File: src/rtl/rsc_pkg.sv
// rsc_pkg: constants and types of the multi-source reset controller
package rsc_pkg;
  // ----------------------------------------------------------------
  // timing
  // ----------------------------------------------------------------
  localparam int unsigned CLK_PERIOD_PS = 4000;
  localparam int unsigned SLOW_PERIOD_NS = 25000;
  localparam int unsigned SLOW_DIV_CYC = SLOW_PERIOD_NS * 1000 / CLK_PERIOD_PS;
  localparam logic [5:0] VOLT_RELEASE_TICKS = 6'h20;
  localparam logic [2:0] CPU_CLK_DIV_RESET = 3'h3;
  // ----------------------------------------------------------------
  // register indices (byte address is four times the index)
  // ----------------------------------------------------------------
  localparam logic [13:0] IDX_PROC_MODE_A = 14'h0004;
  localparam logic [13:0] IDX_PROC_MODE_B = 14'h0005;
  localparam logic [13:0] IDX_VMON1_CTRL = 14'h0036;
  localparam logic [13:0] IDX_VMON2_CTRL = 14'h0037;
  localparam logic [13:0] IDX_TIMER_C_CTRL_B = 14'h009b;
  localparam logic [13:0] IDX_CCR0_LO = 14'h009c;
  localparam logic [13:0] IDX_CCR0_HI = 14'h009d;
  localparam logic [13:0] IDX_PORT1_DIR = 14'h00e3;
  localparam logic [13:0] IDX_PORT3_DIR = 14'h00e7;
  localparam logic [13:0] IDX_PORT4_DIR = 14'h00ea;
  localparam logic [13:0] IDX_OPTION_WORD = 14'h0fff;
  localparam logic [13:0] IDX_RESET_CAUSE = 14'h0300;
  localparam logic [13:0] IDX_CPU_CLK_CTRL = 14'h0301;
  // ----------------------------------------------------------------
  // field positions
  // ----------------------------------------------------------------
  localparam int unsigned SOFT_RESET_REQUEST_BIT = 3;
  localparam int unsigned WATCHDOG_RESET_SELECT_BIT = 2;
  localparam int unsigned COMPARE_MODE_SELECT_BIT = 3;
  localparam int unsigned VMON_ENABLE_BIT = 0;
  localparam int unsigned VMON_RESET_MODE_BIT = 6;
  localparam int unsigned CLK_SLOW_DIV8_BIT = 0;
  // ----------------------------------------------------------------
  // reset values
  // ----------------------------------------------------------------
  localparam logic [7:0] PROC_MODE_RESET = 8'h00;
  localparam logic [7:0] VMON1_RESET_PIN = 8'h00;
  localparam logic [7:0] VMON1_RESET_POWER = 8'h41;
  localparam logic [7:0] VMON2_RESET = 8'h00;
  localparam logic [7:0] TIMER_C_CTRL_RESET = 8'h00;
  localparam logic [15:0] CCR0_RESET_NORMAL = 16'h0000;
  localparam logic [15:0] CCR0_RESET_COMPARE = 16'hffff;
  localparam logic [7:0] PORT_DIR_RESET = 8'h00;
  localparam logic [2:0] SYNC_RESET = 3'b101;
  // ----------------------------------------------------------------
  // types
  // ----------------------------------------------------------------
  typedef enum logic [2:0] {
    ST_RUN = 3'b000,
    ST_HOLD = 3'b001,
    ST_COUNT = 3'b010,
    ST_SYNC = 3'b011,
    ST_START = 3'b100
  } rsc_state_e;
  typedef enum logic [2:0] {
    CAUSE_NONE = 3'b000,
    CAUSE_PIN = 3'b001,
    CAUSE_POWER_ON = 3'b010,
    CAUSE_VMON1 = 3'b011,
    CAUSE_VMON2 = 3'b100,
    CAUSE_WATCHDOG = 3'b101,
    CAUSE_SOFTWARE = 3'b110
  } rsc_cause_e;
endpackage

File: src/rtl/rsc_slow_tick.sv
// rsc_slow_tick: divider giving one-cycle slow oscillator ticks
module rsc_slow_tick #(
  parameter int unsigned DIV = 6250
) (
  input wire logic i_clk,
  input wire logic i_sys_rst,
  output logic o_tick
);
  logic [15:0] cnt_reg;
  logic [15:0] cnt_next;
  logic tick_next;

  // ----------------------------------------------------------------
  // divider
  // ----------------------------------------------------------------
  always_comb begin
    tick_next = 1'b0;
    cnt_next = cnt_reg + 16'h0001;
    if (cnt_reg == 16'(DIV - 1)) begin
      cnt_next = 16'h0000;
      tick_next = 1'b1;
    end
  end

  always_ff @(posedge i_clk or posedge i_sys_rst) begin
    if (i_sys_rst) begin
      cnt_reg <= 16'h0000;
      o_tick <= 1'b0;
    end else begin
      cnt_reg <= cnt_next;
      o_tick <= tick_next;
    end
  end
endmodule

File: src/rtl/rsc_reset_ctrl.sv
// rsc_reset_ctrl: reset source merger, sequencer and reset-owned registers
//
// Chosen here: the AHB-Lite slave port and the register offsets.

// Overview of operation
// - six sources each reset: pin, power-on, monitor one, monitor two, watchdog, software.
// - low reset pin holds pins, cpu and registers in reset.
// - pin rising releases reset; cpu starts from the reset vector.
// - every reset selects slow ring clock divided by eight for the cpu.
// - internal ram is never cleared; interrupted writes may corrupt it.
// - power-on reset releases 32 slow ticks after supply passes level one.
// - power-on reset leaves monitor one reset enabled.
// - monitor one low resets; recovery waits 32 slow ticks before release.
// - monitor two low resets and restarts; its unaffected registers are kept.
// - watchdog underflow resets when the watchdog select bit is one.
// - watchdog and software resets keep their unaffected bits, initialise the rest.
// - writing one to the soft request bit resets and restarts.
// - after reset all three port direction registers are cleared to inputs.
// - capture compare zero resets to ffff in output compare mode.
// - option select word is read only for software.
// - voltage control registers reset only by pin, power-on or monitor one.
module rsc_reset_ctrl import rsc_pkg::*; #(
  parameter int unsigned SLOW_DIV = SLOW_DIV_CYC,
  parameter logic [7:0] OPTION_WORD_VALUE = 8'hff // arbitrary value
) (
  input wire logic i_clk,
  input wire logic i_sys_rst,
  input wire logic i_reset_pin_n,
  input wire logic i_supply_above_lvl1,
  input wire logic i_supply_above_lvl2,
  input wire logic i_wdt_underflow,
  input wire logic i_hsel,
  input wire logic [15:0] i_haddr,
  input wire logic [1:0] i_htrans,
  input wire logic i_hwrite,
  input wire logic [2:0] i_hsize,
  input wire logic [31:0] i_hwdata,
  input wire logic i_hready,
  output logic o_hreadyout,
  output logic o_hresp,
  output logic [31:0] o_hrdata,
  output logic o_core_rst,
  output logic o_cpu_fetch_vector,
  output logic o_cpu_clk_slow_div8,
  output logic [2:0] o_cpu_clk_div,
  output logic [7:0] o_port1_dir,
  output logic [7:0] o_port3_dir,
  output logic [7:0] o_port4_dir,
  output logic [15:0] o_ccr0,
  output logic o_compare_mode
);
  // ----------------------------------------------------------------
  // input synchronisers
  // ----------------------------------------------------------------
  logic [2:0] async_in;
  logic [2:0] sync1_reg;
  logic [2:0] sync2_reg;
  assign async_in = {i_supply_above_lvl2, i_supply_above_lvl1, i_reset_pin_n};
  genvar g;
  generate
    for (g = 0; g < 3; g++) begin : g_sync
      always_ff @(posedge i_clk or posedge i_sys_rst) begin
        if (i_sys_rst) begin
          sync1_reg[g] <= SYNC_RESET[g];
          sync2_reg[g] <= SYNC_RESET[g];
        end else begin
          sync1_reg[g] <= async_in[g];
          sync2_reg[g] <= sync1_reg[g];
        end
      end
    end
  endgenerate

  logic slow_tick;
  rsc_slow_tick #(
    .DIV(SLOW_DIV)
  ) u_slow_tick (
    .i_clk(i_clk),
    .i_sys_rst(i_sys_rst),
    .o_tick(slow_tick)
  );

  // ----------------------------------------------------------------
  // state
  // ----------------------------------------------------------------
  rsc_state_e state_reg, state_next;
  rsc_cause_e cause_reg, cause_next;
  logic [5:0] cnt_reg, cnt_next;
  logic powered_reg, powered_next;
  logic [7:0] mode_a_reg, mode_a_next;
  logic [7:0] mode_b_reg, mode_b_next;
  logic [7:0] vmon1_reg, vmon1_next;
  logic [7:0] vmon2_reg, vmon2_next;
  logic [7:0] tcc_reg, tcc_next;
  logic [15:0] ccr0_reg, ccr0_next;
  logic [7:0] pd1_reg, pd1_next;
  logic [7:0] pd3_reg, pd3_next;
  logic [7:0] pd4_reg, pd4_next;
  logic clk_div8_reg, clk_div8_next;
  logic wr_pend_reg, wr_pend_next;
  logic [13:0] wr_idx_reg, wr_idx_next;
  logic [31:0] rdata_next;
  logic fetch_next;

  // ----------------------------------------------------------------
  // reset sources
  // ----------------------------------------------------------------
  logic src_pin, src_por, src_vm1, src_vm2, src_wdt, src_sw;
  logic full_src, part_src, any_src, enter, bus_wr;
  always_comb begin
    bus_wr = wr_pend_reg & (state_reg == ST_RUN);
    src_pin = ~sync2_reg[0];
    src_por = ~powered_reg & ~sync2_reg[1];
    src_vm1 = powered_reg & ~sync2_reg[1] & vmon1_reg[VMON_ENABLE_BIT];
    src_vm2 = ~sync2_reg[2] & vmon2_reg[VMON_ENABLE_BIT]
      & vmon2_reg[VMON_RESET_MODE_BIT];
    src_wdt = i_wdt_underflow & mode_b_reg[WATCHDOG_RESET_SELECT_BIT];
    src_sw = bus_wr & (wr_idx_reg == IDX_PROC_MODE_A)
      & i_hwdata[SOFT_RESET_REQUEST_BIT];
    full_src = src_pin | src_por | src_vm1;
    part_src = src_vm2 | src_wdt | src_sw;
    any_src = full_src | part_src;
    enter = (state_reg == ST_RUN) & any_src;
  end

  // merged reset, combinational on assertion, released from the fsm
  assign o_core_rst = (state_reg != ST_RUN) | any_src;

  // ----------------------------------------------------------------
  // sequencer
  // ----------------------------------------------------------------
  always_comb begin
    state_next = state_reg;
    cause_next = cause_reg;
    cnt_next = cnt_reg;
    fetch_next = 1'b0;
    powered_next = powered_reg | sync2_reg[1];
    if (src_pin) begin
      cause_next = CAUSE_PIN;
    end else if (src_por) begin
      cause_next = CAUSE_POWER_ON;
    end else if (src_vm1) begin
      cause_next = CAUSE_VMON1;
    end else if (enter) begin
      if (src_vm2) begin
        cause_next = CAUSE_VMON2;
      end else if (src_wdt) begin
        cause_next = CAUSE_WATCHDOG;
      end else begin
        cause_next = CAUSE_SOFTWARE;
      end
    end
    case (state_reg)
      ST_RUN: begin
        if (any_src) begin
          state_next = ST_HOLD;
        end
      end
      ST_HOLD: begin
        if (full_src | src_vm2) begin
          state_next = ST_HOLD;
        end else if (cause_reg == CAUSE_POWER_ON || cause_reg == CAUSE_VMON1) begin
          state_next = ST_COUNT;
          cnt_next = 6'h00;
        end else begin
          state_next = ST_SYNC;
        end
      end
      ST_COUNT: begin
        if (full_src | src_vm2) begin
          state_next = ST_HOLD;
        end else if (slow_tick) begin
          cnt_next = cnt_reg + 6'h01;
          if (cnt_reg == VOLT_RELEASE_TICKS - 6'h01) begin
            state_next = ST_START;
          end
        end
      end
      ST_SYNC: begin
        if (full_src | src_vm2) begin
          state_next = ST_HOLD;
        end else if (slow_tick) begin
          state_next = ST_START;
        end
      end
      ST_START: begin
        fetch_next = 1'b1;
        state_next = ST_RUN;
      end
      default: begin
        state_next = ST_HOLD;
      end
    endcase
  end

  // ----------------------------------------------------------------
  // reset-owned registers and bus writes
  // ram is outside this block and is never touched here
  // ----------------------------------------------------------------
  always_comb begin
    mode_a_next = mode_a_reg;
    mode_b_next = mode_b_reg;
    vmon1_next = vmon1_reg;
    vmon2_next = vmon2_reg;
    tcc_next = tcc_reg;
    ccr0_next = ccr0_reg;
    pd1_next = pd1_reg;
    pd3_next = pd3_reg;
    pd4_next = pd4_reg;
    clk_div8_next = clk_div8_reg;
    if (enter) begin
      // initialise all but the voltage group
      mode_a_next = PROC_MODE_RESET;
      mode_b_next = PROC_MODE_RESET;
      tcc_next = TIMER_C_CTRL_RESET;
      ccr0_next = tcc_reg[COMPARE_MODE_SELECT_BIT] ?
        CCR0_RESET_COMPARE : CCR0_RESET_NORMAL;
      pd1_next = PORT_DIR_RESET;
      pd3_next = PORT_DIR_RESET;
      pd4_next = PORT_DIR_RESET;
      clk_div8_next = 1'b1;
    end
    if (full_src) begin
      // voltage group only on pin, power-on or monitor one
      vmon1_next = src_pin ? VMON1_RESET_PIN : VMON1_RESET_POWER;
      vmon2_next = VMON2_RESET;
    end else if (bus_wr & ~any_src) begin
      case (wr_idx_reg)
        IDX_PROC_MODE_A: mode_a_next = i_hwdata[7:0];
        IDX_PROC_MODE_B: mode_b_next = i_hwdata[7:0];
        IDX_VMON1_CTRL: vmon1_next = i_hwdata[7:0];
        IDX_VMON2_CTRL: vmon2_next = i_hwdata[7:0];
        IDX_TIMER_C_CTRL_B: tcc_next = i_hwdata[7:0];
        IDX_CCR0_LO: ccr0_next[7:0] = i_hwdata[7:0];
        IDX_CCR0_HI: ccr0_next[15:8] = i_hwdata[7:0];
        IDX_PORT1_DIR: pd1_next = i_hwdata[7:0];
        IDX_PORT3_DIR: pd3_next = i_hwdata[7:0];
        IDX_PORT4_DIR: pd4_next = i_hwdata[7:0];
        IDX_CPU_CLK_CTRL: clk_div8_next = i_hwdata[CLK_SLOW_DIV8_BIT];
        default: begin
          // option word, reset cause and unmapped: writes dropped
        end
      endcase
    end
  end

  // ----------------------------------------------------------------
  // ahb-lite slave: zero wait, okay only, read built from next values
  // ----------------------------------------------------------------
  logic addr_ok;
  logic [13:0] a_idx;
  always_comb begin
    addr_ok = i_hsel & i_htrans[1] & i_hready;
    a_idx = i_haddr[15:2];
    wr_pend_next = addr_ok & i_hwrite;
    wr_idx_next = addr_ok ? a_idx : wr_idx_reg;
    rdata_next = o_hrdata;
    if (addr_ok & ~i_hwrite) begin
      rdata_next = 32'h0000_0000;
      case (a_idx)
        IDX_PROC_MODE_A: rdata_next[7:0] = mode_a_next;
        IDX_PROC_MODE_B: rdata_next[7:0] = mode_b_next;
        IDX_VMON1_CTRL: rdata_next[7:0] = vmon1_next;
        IDX_VMON2_CTRL: rdata_next[7:0] = vmon2_next;
        IDX_TIMER_C_CTRL_B: rdata_next[7:0] = tcc_next;
        IDX_CCR0_LO: rdata_next[7:0] = ccr0_next[7:0];
        IDX_CCR0_HI: rdata_next[7:0] = ccr0_next[15:8];
        IDX_PORT1_DIR: rdata_next[7:0] = pd1_next;
        IDX_PORT3_DIR: rdata_next[7:0] = pd3_next;
        IDX_PORT4_DIR: rdata_next[7:0] = pd4_next;
        IDX_OPTION_WORD: rdata_next[7:0] = OPTION_WORD_VALUE;
        IDX_RESET_CAUSE: rdata_next[2:0] = cause_next;
        IDX_CPU_CLK_CTRL: rdata_next[CLK_SLOW_DIV8_BIT] = clk_div8_next;
        default: rdata_next = 32'h0000_0000;
      endcase
    end
  end

  assign o_hreadyout = 1'b1;
  assign o_hresp = 1'b0;

  // ----------------------------------------------------------------
  // registers
  // ----------------------------------------------------------------
  always_ff @(posedge i_clk or posedge i_sys_rst) begin
    if (i_sys_rst) begin
      state_reg <= ST_HOLD;
      cause_reg <= CAUSE_POWER_ON;
      cnt_reg <= 6'h00;
      powered_reg <= 1'b0;
      mode_a_reg <= PROC_MODE_RESET;
      mode_b_reg <= PROC_MODE_RESET;
      vmon1_reg <= VMON1_RESET_POWER;
      vmon2_reg <= VMON2_RESET;
      tcc_reg <= TIMER_C_CTRL_RESET;
      ccr0_reg <= CCR0_RESET_NORMAL;
      pd1_reg <= PORT_DIR_RESET;
      pd3_reg <= PORT_DIR_RESET;
      pd4_reg <= PORT_DIR_RESET;
      clk_div8_reg <= 1'b1;
      wr_pend_reg <= 1'b0;
      wr_idx_reg <= 14'h0000;
      o_hrdata <= 32'h0000_0000;
      o_cpu_fetch_vector <= 1'b0;
    end else begin
      state_reg <= state_next;
      cause_reg <= cause_next;
      cnt_reg <= cnt_next;
      powered_reg <= powered_next;
      mode_a_reg <= mode_a_next;
      mode_b_reg <= mode_b_next;
      vmon1_reg <= vmon1_next;
      vmon2_reg <= vmon2_next;
      tcc_reg <= tcc_next;
      ccr0_reg <= ccr0_next;
      pd1_reg <= pd1_next;
      pd3_reg <= pd3_next;
      pd4_reg <= pd4_next;
      clk_div8_reg <= clk_div8_next;
      wr_pend_reg <= wr_pend_next;
      wr_idx_reg <= wr_idx_next;
      o_hrdata <= rdata_next;
      o_cpu_fetch_vector <= fetch_next;
    end
  end

  assign o_cpu_clk_slow_div8 = clk_div8_reg;
  assign o_cpu_clk_div = CPU_CLK_DIV_RESET;
  assign o_port1_dir = pd1_reg;
  assign o_port3_dir = pd3_reg;
  assign o_port4_dir = pd4_reg;
  assign o_ccr0 = ccr0_reg;
  assign o_compare_mode = tcc_reg[COMPARE_MODE_SELECT_BIT];
endmodule

File: config.mk
export PLATFORM = sky130hd
export DESIGN_NAME = rsc_reset_ctrl
export DESIGN_NICKNAME = d
export VERILOG_FILES = /design/src/rtl/rsc_pkg.sv /design/src/rtl/rsc_slow_tick.sv /design/src/rtl/rsc_reset_ctrl.sv
export SDC_FILE = /design/constraint.sdc
export NUM_CORES = 1
export LEC_CHECK = 0
export BUFFER_PORTS_ARGS = -buffer_cell sky130_fd_sc_hd__buf_4
export CAP_MARGIN = 40
export CORE_ASPECT_RATIO = 2
export CORE_UTILIZATION = 55
export DETAILED_ROUTE_END_ITERATION = 7
export PLACE_DENSITY = 0.79
export RECOVER_POWER = 100
export SLEW_MARGIN = 30
export SYNTH_ARGS = -nofsm -noshare
export SYNTH_HDL_FRONTEND = slang
export SYNTH_SLANG_ARGS = --single-unit
File: constraint.sdc
create_clock -name i_clk -period 8.9 [get_ports i_clk]
set_input_delay 0.89 -clock i_clk [delete_from_list [all_inputs] [get_ports i_clk]]
set_output_delay 0.89 -clock i_clk [all_outputs]
set_load 0.1 [all_outputs]
==> reports/metrics.cfg <==
[status]
run_status=finished with violations
violations=capacitance limit, slew limit

[timing]
setup_viol=0
setup-tns-final_ps=0
slew_headroom_pct=-129
worstMarginPinSlew_ps=3430
hold_viol_final=0
fmax_mhz=172
maxSlewViolCount=134
whs_ps=353
fin_skew_ps=8.44
rsz0062_at_grt=false
fin_crit_ps=5800
post-route-period-util_pct=65.2

[global_route]
grt_usage_pct=39.2
grt_pass1_vias=7402
grt_max_degree=87
grt_pass1_wl_mm=42.1
antenna_found_initial=0
grt_overflow_total=0

[detailed_routing]
first_pass_iters=8
drc=0
vias=7342
drt-initial-drc-count=645
routed_wl_mm=28.0
antenna_left=0
post_drt_wl_per_cell_um=25.0
vias_per_cell=6.56

[place]
gp_congestion=1.02
dp.cells=1084
dp_hpwl_mm=20.6
numPortBuffers=83
placed_area_um2=8670

[clock_network]
cts_buffers=17
clk_pin_slew_ps=60
cts_hold_buf=0
cts.sink_count=141
clk_path_buf_depth=2
postCtsSetupBuffers=0
cts-root-buf=clkbuf_16
htree_levels=4
tritoncts=yes
cts_resized=0
clk_latency_ps=420

[yosys]
synth_edf_count=0
syn_inst=829
synth_cell_types=89
ys_ff_latch=141
avgSynthCellArea_um2=9.55
netlist_area_um2=7910
async_reset_ff_share_pct=100
ys_warn_count=0
synthFlopType=dfrtp_1
synth_seq_area_share_pct=44.7

[cells_and_area]
fin_area_um2=9010
nFillCells=1277
ff_latch_area_um2=3540
final_common_cell=dfrtp_1
multi_input_area_um2=3990
areaGrowthSynthToFinish_pct=13.8
mostFrequentLayoutCells=132 x dfrtp_1, 90 x nor2_1, 79 x nand2_1
final_nets=983
final_core_util_pct=64.5
drive_gt1_share_pct=13.4
n_antenna_cell=0
fin_cells=1119

[critical_path]
crit-reg2reg-capture=o_hrdata[5]$_DFFE_PP0P_
r2r_cells=9
crit_path_end=o_hrdata[5]$_DFFE_PP0P_
end_kind=flop
cp_top_family=simple AND/OR/NAND/NOR gates
crit_start=wr_idx_reg[13]$_DFFE_PP0P_
slowest_delay_ps=1610
arrival_ps=6110
startpoint_type=flop
path_class=reg2reg
crit_path_max_fanout=10
cpMaxStageDelayCell=nor4_1
critical_path_depth=9
cp_cell_sequence=nor4_1 -> nand4_1 -> nor3_1 -> clkbuf_1 -> mux2i_1 -> nor2_1 -> a2111oi_0 -> nand3_1 -> o221a_2
cp.required_ps=9210
rr_startpoint=wr_idx_reg[13]$_DFFE_PP0P_
crit_buf_inv=1
ff2ff_setup_slack_ps=3100

[flow_run]
drv_cap=3

[floorplanning]
dieArea_um2=14900
die_height_um=172
io_pins=143
die_w_um=86.8
core_area_um2=14000
start_util_pct=56.7
num_rows=61

[min_path]
min-delay-start=sync1_reg[1]$_DFF_PP0_
holdPathStages=0
hold_class=reg2reg

[pwr]
pwr_density_cell_nw_per_um2=184
max-vdd-ir-drop_mv=0.127
leakagePower_uw=0.00368

==> synthesized netlist by cell type (4+ instances only) <==
| master | instances | share of area (%) |
|---|---|---|
| clkbuf_1 | 24 | 1.1 |
| xor2_1 | 11 | 1.2 |
| xnor2_1 | 7 | 0.77 |
| nor2_1 | 90 | 4.3 |
| or2_2 | 6 | 0.47 |
| nand2_1 | 79 | 3.7 |
| nor2b_1 | 4 | 0.32 |
| mux2i_1 | 10 | 1.3 |
| o211ai_1 | 4 | 0.38 |
| nor3b_1 | 9 | 0.85 |
| o31ai_1 | 4 | 0.38 |
| nor4_1 | 17 | 1.3 |
| a21oi_1 | 44 | 2.8 |
| a211oi_1 | 8 | 0.76 |
| nor4_2 | 9 | 1.4 |
| o2111ai_1 | 4 | 0.44 |
| nand3_1 | 30 | 1.9 |
| nand3b_1 | 8 | 0.76 |
| mux2_2 | 13 | 1.8 |
| buf_2 | 9 | 0.57 |
| a22oi_1 | 8 | 0.76 |
| nor3_1 | 26 | 1.6 |
| nand4_1 | 19 | 1.5 |
| a211o_1 | 5 | 0.55 |
| a221o_1 | 4 | 0.51 |
| dfrtp_1 | 132 | 42 |
| o21ai_0 | 19 | 1.2 |
| dfstp_2 | 9 | 3.0 |
| or3_1 | 8 | 0.63 |
| and3_1 | 7 | 0.55 |
| nand2b_1 | 6 | 0.47 |
| and2_1 | 7 | 0.55 |
| a221oi_1 | 7 | 0.77 |
| or4_1 | 11 | 1.0 |
| inv_1 | 14 | 0.66 |
| a22o_1 | 42 | 4.6 |
| buf_4 | 32 | 3.0 |
| a31oi_1 | 4 | 0.32 |
==> cell families after synthesis <==
kind of cell	after synthesis	synth area share, %
and+or+nand+nor	367	25.6
AOI/OAI and AO/OA	193	18.3
DFF	141	44.7
buffers and inverters	82	5.66
muxes	23	3.11
xor gates and xnor gates	18	1.99
adders and majority gates	3	0.474
other	2	0.0949
==> report_power, final <==
part / internal (µW) / leakage (µW) / switching (µW)
combinational: 45.0 / 0.00152 / 175
clock: 467 / 0.000290 / 273
sequential: 664 / 0.00187 / 29.4
total: 1180 / 0.00368 / 478
==> per-stage QoR <==
| step | total power [µW] | setup WS, ps |
|---|---|---|
| after floorplan | 878 | 4240 |
| after global placement | 927 | 5010 |
| after detailed placement | 929 | 4970 |
| after CTS | 1670 | 5240 |
| after global routing | 1700 | 3080 |
| final | 1650 | 3100 |
==> worst min path at each step <==
stage | endpoint | slack (ps)
after floorplan | sync2_reg[1]$_DFF_PP0_ | 330
after global placement | sync2_reg[1]$_DFF_PP0_ | 330
after detailed placement | sync2_reg[1]$_DFF_PP0_ | 340
after CTS | sync2_reg[2]$_DFF_PP1_ | 360
after global routing | sync2_reg[0]$_DFF_PP1_ | 360
final | sync2_reg[1]$_DFF_PP0_ | 350
==> routing by layer <==
layer	vias up	part of all wire, %	routed length (µm)	GRT usage [%]
li1	3233	-	-	-
met2	400	50	14000	65.7
met3	147	6.8	1910	9.07
met5	-	0	0	0
met1	3562	32	9060	38.6
met4	0	11	3020	38.0
==> layout make-up <==
class | count | share of cell area, %
Clock inverter | 11 | 1.86
Sequential cell | 141 | 39.3
Inverter | 15 | 0.639
Clock buffer | 20 | 4.85
Timing Repair Buffer | 110 | 6.40
Tap cell | 189 | 2.63
Multi-Input combinational cell | 633 | 44.3
No activity file was read; power rests on OpenSTA's default activity.
